<file path="src/lic_pkg.sv">
// package of constants and types for the line interface control register bank
package lic_pkg;
  // ==========================================================
  // register offsets (plain port, 8-bit registers)
  localparam logic [3:0] LIC_ADDR_HOOK = 4'h0;
  localparam logic [3:0] LIC_ADDR_POWER = 4'h1;
  localparam logic [3:0] LIC_ADDR_LINK = 4'h2;
  localparam logic [3:0] LIC_ADDR_IRQ_STATUS = 4'h3;
  localparam logic [3:0] LIC_ADDR_IRQ_MASK = 4'h4;
  localparam logic [3:0] LIC_ADDR_VOLTAGE = 4'h5;
  // ==========================================================
  // field positions
  localparam int LIC_HOOK_CNT_LSB = 6;
  localparam int LIC_HOOK_LINE_LSB = 0;
  localparam int LIC_PWR_BT_EN = 7;
  localparam int LIC_PWR_DEV_PD = 6;
  localparam int LIC_PWR_LINE_PD = 5;
  localparam int LIC_PWR_LV_FD = 4;
  localparam int LIC_PWR_HYB = 2;
  localparam int LIC_LINK_LOCK = 3;
  localparam int LIC_IRQ_BTD = 0;
  localparam int LIC_IRQ_LOCK = 1;
  localparam int LIC_IRQ_HOOK = 2;
  // ==========================================================
  // reset values and masks
  localparam logic [7:0] LIC_HOOK_RESET = 8'h40;
  localparam logic [7:0] LIC_PWR_RESET = 8'h00;
  localparam logic [7:0] LIC_PWR_RW_MASK = 8'hF4;
  localparam logic [7:0] LIC_PWR_KEEP_MASK = 8'h0B;
  localparam logic [7:0] LIC_IRQ_MASK_BITS = 8'h07;
  localparam logic [7:0] LIC_ZERO8 = 8'h00;
  // ==========================================================
  // times and derived counts at 250 MHz
  localparam int LIC_CLK_MHZ = 250;
  localparam int LIC_T512_MS = 512;
  localparam int LIC_T128_MS = 128;
  localparam int LIC_T64_MS = 64;
  localparam int LIC_T8_MS = 8;
  localparam int LIC_C512 = LIC_T512_MS * 1000 * LIC_CLK_MHZ;
  localparam int LIC_C128 = LIC_T128_MS * 1000 * LIC_CLK_MHZ;
  localparam int LIC_C64 = LIC_T64_MS * 1000 * LIC_CLK_MHZ;
  localparam int LIC_C8 = LIC_T8_MS * 1000 * LIC_CLK_MHZ;
  // line voltage threshold: 3 V expressed in reading lsbs (1 V per lsb)
  localparam logic [7:0] LIC_LV_THRESH = 8'h03;
  // ==========================================================
  typedef enum logic [1:0] {
    LIC_CNT_512 = 2'b00,
    LIC_CNT_128 = 2'b01,
    LIC_CNT_64 = 2'b10,
    LIC_CNT_8 = 2'b11
  } lic_cnt_sel_t;
  typedef enum logic [1:0] {
    LIC_LINE_ON = 2'b00,
    LIC_LINE_OFF = 2'b01,
    LIC_LINE_MON = 2'b10,
    LIC_LINE_RSV = 2'b11
  } lic_line_t;
  // hook sequencer, gray coded along on-hook -> wait -> off-hook
  typedef enum logic [1:0] {
    LIC_HS_ON = 2'b00,
    LIC_HS_WAIT = 2'b01,
    LIC_HS_OFF = 2'b11,
    LIC_HS_MON = 2'b10
  } lic_hook_state_t;
endpackage : lic_pkg
</file>
<file path="src/lic_ctl_if.sv">
// interface between the register file and the hook timer
`timescale 1ns/100ps
interface lic_ctl_if;
  logic [1:0] cnt_sel;
  logic [1:0] line_req;
  logic req_valid;
  logic [1:0] line_state;
  logic timer_done;
  modport regs (output cnt_sel, output line_req, output req_valid, input line_state, input timer_done);
  modport timer (input cnt_sel, input line_req, input req_valid, output line_state, output timer_done);
endinterface : lic_ctl_if

</file>
<file path="src/lic_hook_timer.sv">
// off-hook counter and line state sequencer
`timescale 1ns/100ps
module lic_hook_timer #(
  parameter int C512 = lic_pkg::LIC_C512,
  parameter int C128 = lic_pkg::LIC_C128,
  parameter int C64 = lic_pkg::LIC_C64,
  parameter int C8 = lic_pkg::LIC_C8
) (
  input wire logic i_clock,
  input wire logic i_rst_n,
  input wire logic i_pd,
  lic_ctl_if.timer ctl
);
  import lic_pkg::*;

  // ==========================================================
  // counter length decode
  function automatic logic [31:0] cnt_len(input logic [1:0] sel);
    case (sel)
      LIC_CNT_512: cnt_len = 32'(C512);
      LIC_CNT_128: cnt_len = 32'(C128);
      LIC_CNT_64: cnt_len = 32'(C64);
      default: cnt_len = 32'(C8);
    endcase
  endfunction : cnt_len

  lic_hook_state_t state;
  lic_hook_state_t next_state;
  logic [31:0] count;
  logic [31:0] next_count;
  logic done;
  logic next_done;

  // next-state: off-hook request runs the counter before the line is reported off-hook
  always_comb begin
    next_state = state;
    next_count = count;
    next_done = 1'b0;
    case (state)
      LIC_HS_ON: begin
        if (ctl.req_valid && ctl.line_req == LIC_LINE_OFF) begin
          next_state = LIC_HS_WAIT;
          next_count = cnt_len(ctl.cnt_sel);
        end else if (ctl.req_valid && ctl.line_req == LIC_LINE_MON) begin
          next_state = LIC_HS_MON;
        end
      end
      LIC_HS_WAIT: begin
        if (ctl.req_valid && ctl.line_req == LIC_LINE_ON) begin
          next_state = LIC_HS_ON;
        end else if (count <= 32'h0000_0001) begin
          next_state = LIC_HS_OFF;
          next_done = 1'b1;
        end else begin
          next_count = count - 32'h0000_0001;
        end
      end
      LIC_HS_OFF: begin
        if (ctl.req_valid && ctl.line_req == LIC_LINE_ON) next_state = LIC_HS_ON;
        else if (ctl.req_valid && ctl.line_req == LIC_LINE_MON) next_state = LIC_HS_MON;
      end
      default: begin
        if (ctl.req_valid && ctl.line_req == LIC_LINE_ON) next_state = LIC_HS_ON;
        else if (ctl.req_valid && ctl.line_req == LIC_LINE_OFF) begin
          next_state = LIC_HS_WAIT;
          next_count = cnt_len(ctl.cnt_sel);
        end
      end
    endcase
    // power-down drops the line back on-hook
    if (i_pd) begin
      next_state = LIC_HS_ON;
      next_done = 1'b0;
    end
  end

  always_ff @(posedge i_clock or negedge i_rst_n) begin
    if (!i_rst_n) begin
      state <= LIC_HS_ON;
      count <= 32'h0000_0000;
      done <= 1'b0;
    end else begin
      state <= next_state;
      count <= next_count;
      done <= next_done;
    end
  end

  // reported line state; wait still reads on-hook until the counter expires
  always_comb begin
    case (state)
      LIC_HS_OFF: ctl.line_state = LIC_LINE_OFF;
      LIC_HS_MON: ctl.line_state = LIC_LINE_MON;
      default: ctl.line_state = LIC_LINE_ON;
    endcase
  end
  assign ctl.timer_done = done;
endmodule : lic_hook_timer

</file>
<file path="src/lic_line_regs.sv">
// line interface control register bank: hook, power, link status, interrupts
//
// Contract
// - off-hook counter select: 00=512 ms, 01=128 ms, 10=64 ms, 11=8 ms
// - counter select resets to the 128 ms setting
// - line state: 00 on-hook, 01 off-hook, 10 monitor; 11 reserved
// - internal controller updates line state without host writes
// - billing tone detected flag sets only when enabled; enable resets to 0
// - device power-down bit 1 powers down whole device, 0 normal
// - line-side power-down bit 1 puts line-side chip in low power
// - voltage reading forced to zero at 3 V or less unless disabled
// - hybrid transmit path connected when bit is 1, disconnected at 0
// - frame lock bit reads 1 with lock, 0 without
`timescale 1ns/100ps
module lic_line_regs #(
  parameter int C512 = lic_pkg::LIC_C512,
  parameter int C128 = lic_pkg::LIC_C128,
  parameter int C64 = lic_pkg::LIC_C64,
  parameter int C8 = lic_pkg::LIC_C8
) (
  input wire logic i_clock,
  input wire logic i_rst_n,
  input wire logic [3:0] i_addr,
  input wire logic [7:0] i_wdata,
  input wire logic i_wr,
  input wire logic i_rd,
  output logic [7:0] o_rdata,
  input wire logic [1:0] i_ctrl_line_req,
  input wire logic i_ctrl_line_req_valid,
  input wire logic i_billing_tone,
  input wire logic i_frame_lock,
  input wire logic [7:0] i_line_voltage,
  output logic [1:0] o_line_state_select,
  output logic o_offhook_done,
  output logic o_device_power_down,
  output logic o_line_side_power_down,
  output logic o_hybrid_transmit_connect,
  output logic [7:0] o_line_voltage_reading,
  output logic o_irq
);
  import lic_pkg::*;

  // ==========================================================
  // pin synchronisers: line-side inputs cross from the isolation link
  logic [1:0] bt_sync;
  logic [1:0] lock_sync;
  logic [7:0] lv_meta;
  logic [7:0] lv_sync;
  logic [1:0] next_bt_sync;
  logic [1:0] next_lock_sync;

  always_comb begin
    next_bt_sync = {bt_sync[0], i_billing_tone};
    next_lock_sync = {lock_sync[0], i_frame_lock};
  end

  // only bit 1 of each pair is read by logic; multi-bit voltage is a slow level
  always_ff @(posedge i_clock or negedge i_rst_n) begin
    if (!i_rst_n) begin
      bt_sync <= 2'b00;
      lock_sync <= 2'b00;
      lv_meta <= LIC_ZERO8;
      lv_sync <= LIC_ZERO8;
    end else begin
      bt_sync <= next_bt_sync;
      lock_sync <= next_lock_sync;
      lv_meta <= i_line_voltage;
      lv_sync <= lv_meta;
    end
  end

  // ==========================================================
  // registers
  logic [1:0] cnt_sel;
  logic [1:0] next_cnt_sel;
  logic [1:0] host_line;
  logic [1:0] next_host_line;
  logic host_line_valid;
  logic next_host_line_valid;
  logic [7:0] pwr;
  logic [7:0] next_pwr;
  logic [7:0] irq_status;
  logic [7:0] next_irq_status;
  logic [7:0] irq_mask;
  logic [7:0] next_irq_mask;
  logic [7:0] rdata;
  logic [7:0] next_rdata;
  logic lock_prev;
  logic [7:0] lv_out;
  logic [7:0] next_lv_out;
  logic [7:0] events;

  lic_ctl_if ctl ();

  function automatic logic hit(input logic [3:0] a, input logic [3:0] target);
    hit = (a == target);
  endfunction : hit

  // hook timer: internal controller requests have priority over host writes
  assign ctl.cnt_sel = cnt_sel;
  assign ctl.line_req = i_ctrl_line_req_valid ? i_ctrl_line_req : host_line;
  assign ctl.req_valid = i_ctrl_line_req_valid | host_line_valid;

  lic_hook_timer #(
    .C512(C512),
    .C128(C128),
    .C64(C64),
    .C8(C8)
  ) u_timer (
    .i_clock(i_clock),
    .i_rst_n(i_rst_n),
    .i_pd(pwr[LIC_PWR_DEV_PD]),
    .ctl(ctl.timer)
  );

  // events: billing tone when enabled, lock change, off-hook counter expiry
  always_comb begin
    events = LIC_ZERO8;
    events[LIC_IRQ_BTD] = bt_sync[1] & pwr[LIC_PWR_BT_EN];
    events[LIC_IRQ_LOCK] = lock_sync[1] ^ lock_prev;
    events[LIC_IRQ_HOOK] = ctl.timer_done;
  end

  // register writes; reserved line-state code 11 is ignored
  always_comb begin
    next_cnt_sel = cnt_sel;
    next_host_line = host_line;
    next_host_line_valid = 1'b0;
    next_pwr = pwr;
    next_irq_mask = irq_mask;
    next_irq_status = irq_status;
    if (i_wr) begin
      if (hit(i_addr, LIC_ADDR_HOOK)) begin
        next_cnt_sel = i_wdata[LIC_HOOK_CNT_LSB +: 2];
        if (i_wdata[LIC_HOOK_LINE_LSB +: 2] != LIC_LINE_RSV) begin
          next_host_line = i_wdata[LIC_HOOK_LINE_LSB +: 2];
          next_host_line_valid = 1'b1;
        end
      end else if (hit(i_addr, LIC_ADDR_POWER)) begin
        // reserved bits keep their stored value whatever is written
        next_pwr = (i_wdata & LIC_PWR_RW_MASK) | (pwr & LIC_PWR_KEEP_MASK);
      end else if (hit(i_addr, LIC_ADDR_IRQ_STATUS)) begin
        next_irq_status = irq_status & ~i_wdata;
      end else if (hit(i_addr, LIC_ADDR_IRQ_MASK)) begin
        next_irq_mask = i_wdata & LIC_IRQ_MASK_BITS;
      end
    end
    // set wins over clear in the same cycle
    next_irq_status = next_irq_status | events;
  end

  // read mux, unmapped addresses read zero
  always_comb begin
    next_rdata = rdata;
    if (i_rd) begin
      if (hit(i_addr, LIC_ADDR_HOOK)) begin
        next_rdata = LIC_ZERO8;
        next_rdata[LIC_HOOK_CNT_LSB +: 2] = cnt_sel;
        next_rdata[LIC_HOOK_LINE_LSB +: 2] = ctl.line_state;
      end else if (hit(i_addr, LIC_ADDR_POWER)) begin
        next_rdata = pwr;
      end else if (hit(i_addr, LIC_ADDR_LINK)) begin
        next_rdata = LIC_ZERO8;
        next_rdata[LIC_LINK_LOCK] = lock_sync[1];
      end else if (hit(i_addr, LIC_ADDR_IRQ_STATUS)) begin
        next_rdata = irq_status;
      end else if (hit(i_addr, LIC_ADDR_IRQ_MASK)) begin
        next_rdata = irq_mask;
      end else if (hit(i_addr, LIC_ADDR_VOLTAGE)) begin
        next_rdata = lv_out;
      end else begin
        next_rdata = LIC_ZERO8;
      end
    end
  end

  // voltage forcing to zero at or below the threshold unless disabled
  always_comb begin
    if (!pwr[LIC_PWR_LV_FD] && lv_sync <= LIC_LV_THRESH) next_lv_out = LIC_ZERO8;
    else next_lv_out = lv_sync;
  end

  always_ff @(posedge i_clock or negedge i_rst_n) begin
    if (!i_rst_n) begin
      cnt_sel <= LIC_HOOK_RESET[LIC_HOOK_CNT_LSB +: 2];
      host_line <= LIC_LINE_ON;
      host_line_valid <= 1'b0;
      pwr <= LIC_PWR_RESET;
      irq_status <= LIC_ZERO8;
      irq_mask <= LIC_ZERO8;
      rdata <= LIC_ZERO8;
      lock_prev <= 1'b0;
      lv_out <= LIC_ZERO8;
    end else begin
      cnt_sel <= next_cnt_sel;
      host_line <= next_host_line;
      host_line_valid <= next_host_line_valid;
      pwr <= next_pwr;
      irq_status <= next_irq_status;
      irq_mask <= next_irq_mask;
      rdata <= next_rdata;
      lock_prev <= lock_sync[1];
      lv_out <= next_lv_out;
    end
  end

  // ==========================================================
  // outputs
  assign o_rdata = rdata;
  assign o_line_state_select = ctl.line_state;
  assign o_offhook_done = ctl.timer_done;
  assign o_device_power_down = pwr[LIC_PWR_DEV_PD];
  assign o_line_side_power_down = pwr[LIC_PWR_LINE_PD];
  assign o_hybrid_transmit_connect = pwr[LIC_PWR_HYB];
  assign o_line_voltage_reading = lv_out;
  assign o_irq = |(irq_status & irq_mask);
endmodule : lic_line_regs

</file>
<file path="config.mk">
export PLATFORM = sky130hd
export DESIGN_NAME = lic_line_regs
export DESIGN_NICKNAME = d
export VERILOG_FILES = /design/src/lic_pkg.sv /design/src/lic_ctl_if.sv /design/src/lic_hook_timer.sv /design/src/lic_line_regs.sv
export SDC_FILE = /design/constraint.sdc
export NUM_CORES = 1
export LEC_CHECK = 0
export BUFFER_PORTS_ARGS = -buffer_cell sky130_fd_sc_hd__buf_2
export CAP_MARGIN = 5
export CELL_PAD_IN_SITES_DETAIL_PLACEMENT = 0
export CELL_PAD_IN_SITES_GLOBAL_PLACEMENT = 1
export CORE_MARGIN = 1
export CORE_UTILIZATION = 40
export DETAILED_ROUTE_END_ITERATION = 12
export PLACE_DENSITY = 0.8
export SLEW_MARGIN = 40
export SYNTH_ARGS = -nofsm -noshare
export SYNTH_HDL_FRONTEND = slang
export SYNTH_SLANG_ARGS = --single-unit
</file>
<file path="constraint.sdc">
create_clock -name i_clock -period 3.7 [get_ports i_clock]
set_clock_uncertainty 0.1 [all_clocks]
set_input_delay 0 -clock i_clock [delete_from_list [all_inputs] [get_ports i_clock]]
set_output_delay 0 -clock i_clock [all_outputs]
set_load 0.02 [all_outputs]
</file>
; Word-level counts from Yosys, hierarchy flattened
; Index checks and enable logic that the tools add are counted.
[word_totals]
reg_bits = 96
latch_bits = 0
ramBits = 0
rom_bits = 0
input_bits = 29
elab_cells = 100
mem_count = 0
[op_classes]
add_sub_neg = 1
multipliers = 0
div_mod_pow = 0
n_lt_le_gt_ge = 2
eq_ne = 17
shift = 0
mux = 35
n_bitwise = 12
n_reduce_logical = 17
[ops]
columns = op, n
row1 = 32-bit 2-to-1 mux, 4
row2 = 32-bit case mux with 3 select lines, 1
row3 = 8-bit 2-to-1 mux, 11
row4 = 27-bit case mux with 3 select lines, 1
row5 = "32-bit by 1-bit less-or-equal comparator with 1-bit output, second input constant", 1
row6 = "32-bit by 1-bit subtractor with 32-bit output, second input constant", 1
row7 = 2-bit 2-to-1 mux, 9
row8 = 8-bit by 3-bit AND with 8-bit output, 1
row9 = 8-bit AND, 1
row10 = "2-bit == test, second input constant", 4
row11 = "4-bit by 2-bit == test with 1-bit output, second input constant", 2
row12 = "4-bit by 3-bit == test with 1-bit output, second input constant", 2
row13 = "8-bit by 2-bit less-or-equal comparator with 1-bit output, second input constant", 1
row14 = "2-bit inequality test, second input constant", 4
row15 = 8-bit NOT, 1
row16 = 8-bit by 3-bit OR with 8-bit output, 1
row17 = 8-bit by 4-bit OR with 8-bit output, 1
row18 = 8-bit OR reduction, 1
row19 = 1-bit 2-to-1 mux, 7
row20 = "2-bit by 1-bit == test with 1-bit output, second input constant", 3
row21 = 2-bit logical NOT, 3
row22 = 2-bit case mux with 3 select lines, 1
row23 = 3-bit AND reduction, 2
row24 = 6-bit nonzero test, 1
row25 = 13 further kinds, 20

; Logic depth before layout (Yosys ltp)
[logic_depth]
ltp_word = 7
mapped_depth = 9

; Cells and area by module
; From an unflattened synthesis, not the netlist that was laid out.
[hier_totals]
cells_unflattened = 465
hier_area_um2 = 4748.3
[by_module_without_submodules]
columns = module, instances, cells_per_inst, area_per_inst_um2, seq_area_each_um2
row1 = lic_hook_timer, 1, 290, 2506.2, 875.8
row2 = lic_line_regs, 1, 175, 2242.2, 1452.6

; Worst setup path before layout
; No wires, ideal clock.
[synth_path]
kind = reg2reg
from = register u_timer.count[8]
to = register u_timer.count[11]
arrival_ns = 2.674
path_slack_ns = 0.804
stages_incl_launch_ff = 9
path_cell_list = dfrtp_1 -> or4_4 -> or4_4 -> or4_4 -> a21oi_4 -> buf_6 -> buf_6 -> nor2_1 -> o22a_1
[synth_between]
elab_chain_cells = 4
elab_cells_between_ends = 7
[synth_lines]
columns = item, line_no
row1 = "start, declared", lic_hook_timer.sv:29  ; logic [31:0] count;
row2 = "start signal, assigned", lic_hook_timer.sv:84  ; count <= next_count;
row3 = 32-bit by 1-bit subtractor with 32-bit output, lic_hook_timer.sv:55  ; next_count = count - 32'h0000_0001;
row4 = 32-bit 2-to-1 mux, lic_hook_timer.sv:51  ; end else if (count <= 32'h0000_0001) begin
row5 = 32-bit 2-to-1 mux, lic_hook_timer.sv:49  ; if (ctl.req_valid && ctl.line_req == LIC_LINE_ON) begin
row6 = 32-bit case mux with 3 select lines, lic_hook_timer.sv:39  ; case (state)
; Parallel ways exist; a longest one is shown, timed or not. The select of a mux whose other input is x is not followed.
; A chain may end at the register's enable or synchronous reset.

; Final worst setup path
; Same ends and word-level chain as after synthesis.

==> flow_summary_export.csv <==
group,metric,value,unit
run_status,status,"finished clean",
sta,hold_violations,0,
worst_setup_path,slowest_delay,590,ps
route,drt_wl_total,9.96,mm
pwr,pwr_density_cell,591,nW/um^2
worst_setup_path,worstPathMaxFanout,26,
final_layout,drive_gt1_frac,0.193,
route,num_vias,3511,
clock_tree,ctsRootBufferMaster,"clkbuf_8",
route,drtIter0Drc,170,
sta,setup_viol,0,
worst_setup_path,slowest_stage,"or4_4",
global_route,grt-ovfl-total,0,
synth,synth_edf_count,0,
global_route,grt_pass1_vias,3373,
final_layout,utilization,0.495,
clock_tree,cts_hold_buffers,23,
worst_setup_path,cp-start-kind,"register",
worst_setup_path,r2r_start,"u_timer.count[8]$_DFFE_PN0P_",
floorplan,die_h,106,um
placed_design,dp_hpwl,6.94,mm
worst_setup_path,crit_arrival,3210,ps
sta,min_period,3040,ps
placed_design,io_buffers,51,
floorplan,placementRows,37,
synth,synth.area.top_cells,"dfrtp_1, mux2_2, nor2_1, a21oi_1, nand2_1",
floorplan,fp.dieArea,11300,sq um
synth,ys_types,54,
clock_tree,cts_resized,0,
worst_setup_path,crit_path_cell_trace,"or4_4 -> or4_4 -> or4_4 -> a21oi_4 -> buf_12 -> nor2_1 -> o22a_1",
final_layout,fin_area,5180,sq um
placed_design,place_area,4740,sq um
clock_tree,cts.sinks,93,
min_path,min_from,"i_addr[0]",
floorplan,die_w,106,um
synth,synth_ff_type,"dfrtp_1",
worst_setup_path,r2r_cells,7,
floorplan,io_pins,52,
route,ant_nets,0,
placed_design,gp_congestion,0.845,
global_route,grt_antenna_before_repair,0,
worst_setup_path,cp-end-kind,"register",
final_layout,instances_no_fill,634,
worst_setup_path,r2r_end,"u_timer.count[11]$_DFFE_PN0P_",
route,viasPerCell,5.54,
synth,async_flop_share,1.00,
sta,rsz0062_at_grt,"false",
synth,yosys.area.top_type,"dfrtp_1",
pwr,power.leakage,0.00229,uW
worst_setup_path,crit_path_frequent_cell,"or4_4",
sta,slew_viol_final,0,
synth,synth-seq-area-share,0.535,
worst_setup_path,crit_type,"register to register",
clock_tree,post-cts-setup-buffer-count,0,
final_layout,final_nets,528,
clock_tree,cts_tree,"built",
clock_tree,htree_levels,3,
sta,tightest_slew,683,ps
min_path,hold_path_end,"o_rdata[5]$_DFFE_PN0P_",
sta,finalSetupTns,0,ps
synth,avgSynthCellArea,10.3,sq um
run,max_cap_viol_count,0,
synth,yosys_warnings,0,
route,routedWlPerCell,15.7,um
placed_design,dp_cells,595,
route,dr.pass1.iters,5,
clock_tree,path_clk_slew,100,ps
synth,synth_top_area_frac,0.529,
route,remaining_drc_errors,0,
clock_tree,cts_buffers,9,
global_route,grt_pass1_wl,16.7,mm
synth,synth-seq-cells,93,
final_layout,n_fill_cell,1005,
worst_setup_path,ff2ff_setup_slack,660,ps
global_route,grt_max_degree,72,
synth,ys_top_cells_by_count,"dfrtp_1, nor2_1, nand2_1",
min_path,hp-class,"input pin to register",
final_layout,antenna_cells,0,
min_path,holdPathStages,3,
final_layout,syn_to_final_growth,18.9,%
synth,synth_most_common_cell,"dfrtp_1",
clock_tree,clock_latency,370,ps
synth,syn_area,4360,sq um
sta,fin_crit_sh,0.822,
synth,synthCells,424,
sta,timing.fmax,329,MHz
synth,syn-num-nets,459,
global_route,grt_use_total,0.189,
pwr,vdd_drop_max,226,uV
sta,max_slew_margin,0.540,
floorplan,coreArea,10500,sq um
floorplan,initial_utilization,0.416,
worst_setup_path,cp_data_required_time,3870,ps
clock_tree,cts_buffer_depth,2,
[sequential cells by signal, indices dropped and copies added, names as in the netlist]
signal,count
u_timer.state,2
lv_sync,8
lock_prev,1
o_line_voltage_reading,8
pwr,5
host_line,2
u_timer.count,32
o_rdata,8
bt_sync,2
irq_mask,3
irq_status,8
u_timer.ctl.timer_done,1
lv_meta,8
host_line_valid,1
lock_sync,2
cnt_sel,2
[power by group]
group          switching (uW)  internal [uW]  leakage (uW)
Clock                     391            328      0.000105
Combinational             518            392       0.00105
Sequential                216           1210       0.00114
[logic make-up after synthesis]
logic type / count (synthesis) / share of synthesized area
adders and majority gates: 6 / 0.0172
muxes: 22 / 0.0552
AOI/OAI and AO/OA: 113 / 0.174
and+or+nand+nor: 153 / 0.178
buffers and inverters: 34 / 0.0345
xor gates and xnor gates: 3 / 0.00603
DFF: 93 / 0.535
[area by class of cell]
class | count | area, sq um | share of cell area
clock buffers | 10 | 128 | 0.0246
clock inverters | 6 | 78.8 | 0.0152
inverters | 11 | 41.3 | 0.00797
multi-input cells | 297 | 1880 | 0.362
flip-flops and latches | 93 | 2330 | 0.450
well taps | 136 | 170 | 0.0329
repair buffers | 81 | 557 | 0.107
[per-stage QoR]
step | hold WS [ps] | power, uW | worst slack [ps]
final | 8.92 | 3060 | 657
after global routing | 22.7 | 3270 | 574
after CTS | 2.91 | 3080 | 669
after detailed placement | -45.8 | 2330 | 682
after global placement | 8.93 | 2310 | 714
after floorplan | -396 | 2050 | 804
[metal layers]
layer | part of all wire | GRT usage | up-vias
met3 | 0.049 | 0.0337 | 13
met2 | 0.47 | 0.289 | 90
met4 | 0.015 | 0.0704 | 0
li1 | - | - | 1677
met5 | 0 | 0 | -
met1 | 0.47 | 0.268 | 1731
[cells in the final DEF, fill, tap and decap left out, drive strengths merged, types with 15 or more instances in the layout]
master       instances
mux2                16
dfrtp               92
nand2               33
buf                 58
o21ai               26
inv                 15
a21oi               26
dlygate4sd3         23
nor3                17
nor2                41
[worst max-delay path, delay by kind of cell, from the launching register on]
kind | cells | cell delay (ps)
buffers and inverters | 1 | 210
AND/OR/NAND/NOR | 4 | 1760
AO/OA/AOI/OAI | 2 | 450
flip-flops | 1 | 410
[worst max path at each step]
stage	startpoint	depth (start not counted)	endpoint	slack (ps)
after floorplan	u_timer.count[8]$_DFFE_PN0P_	8	u_timer.count[11]$_DFFE_PN0P_	800
after global placement	u_timer.count[8]$_DFFE_PN0P_	7	u_timer.count[11]$_DFFE_PN0P_	710
after detailed placement	u_timer.count[8]$_DFFE_PN0P_	7	u_timer.count[11]$_DFFE_PN0P_	680
after CTS	u_timer.count[8]$_DFFE_PN0P_	7	u_timer.count[11]$_DFFE_PN0P_	670
after global routing	u_timer.count[8]$_DFFE_PN0P_	7	u_timer.count[11]$_DFFE_PN0P_	570
final	u_timer.count[8]$_DFFE_PN0P_	7	u_timer.count[11]$_DFFE_PN0P_	660
Power figures use the tool's default switching activity.
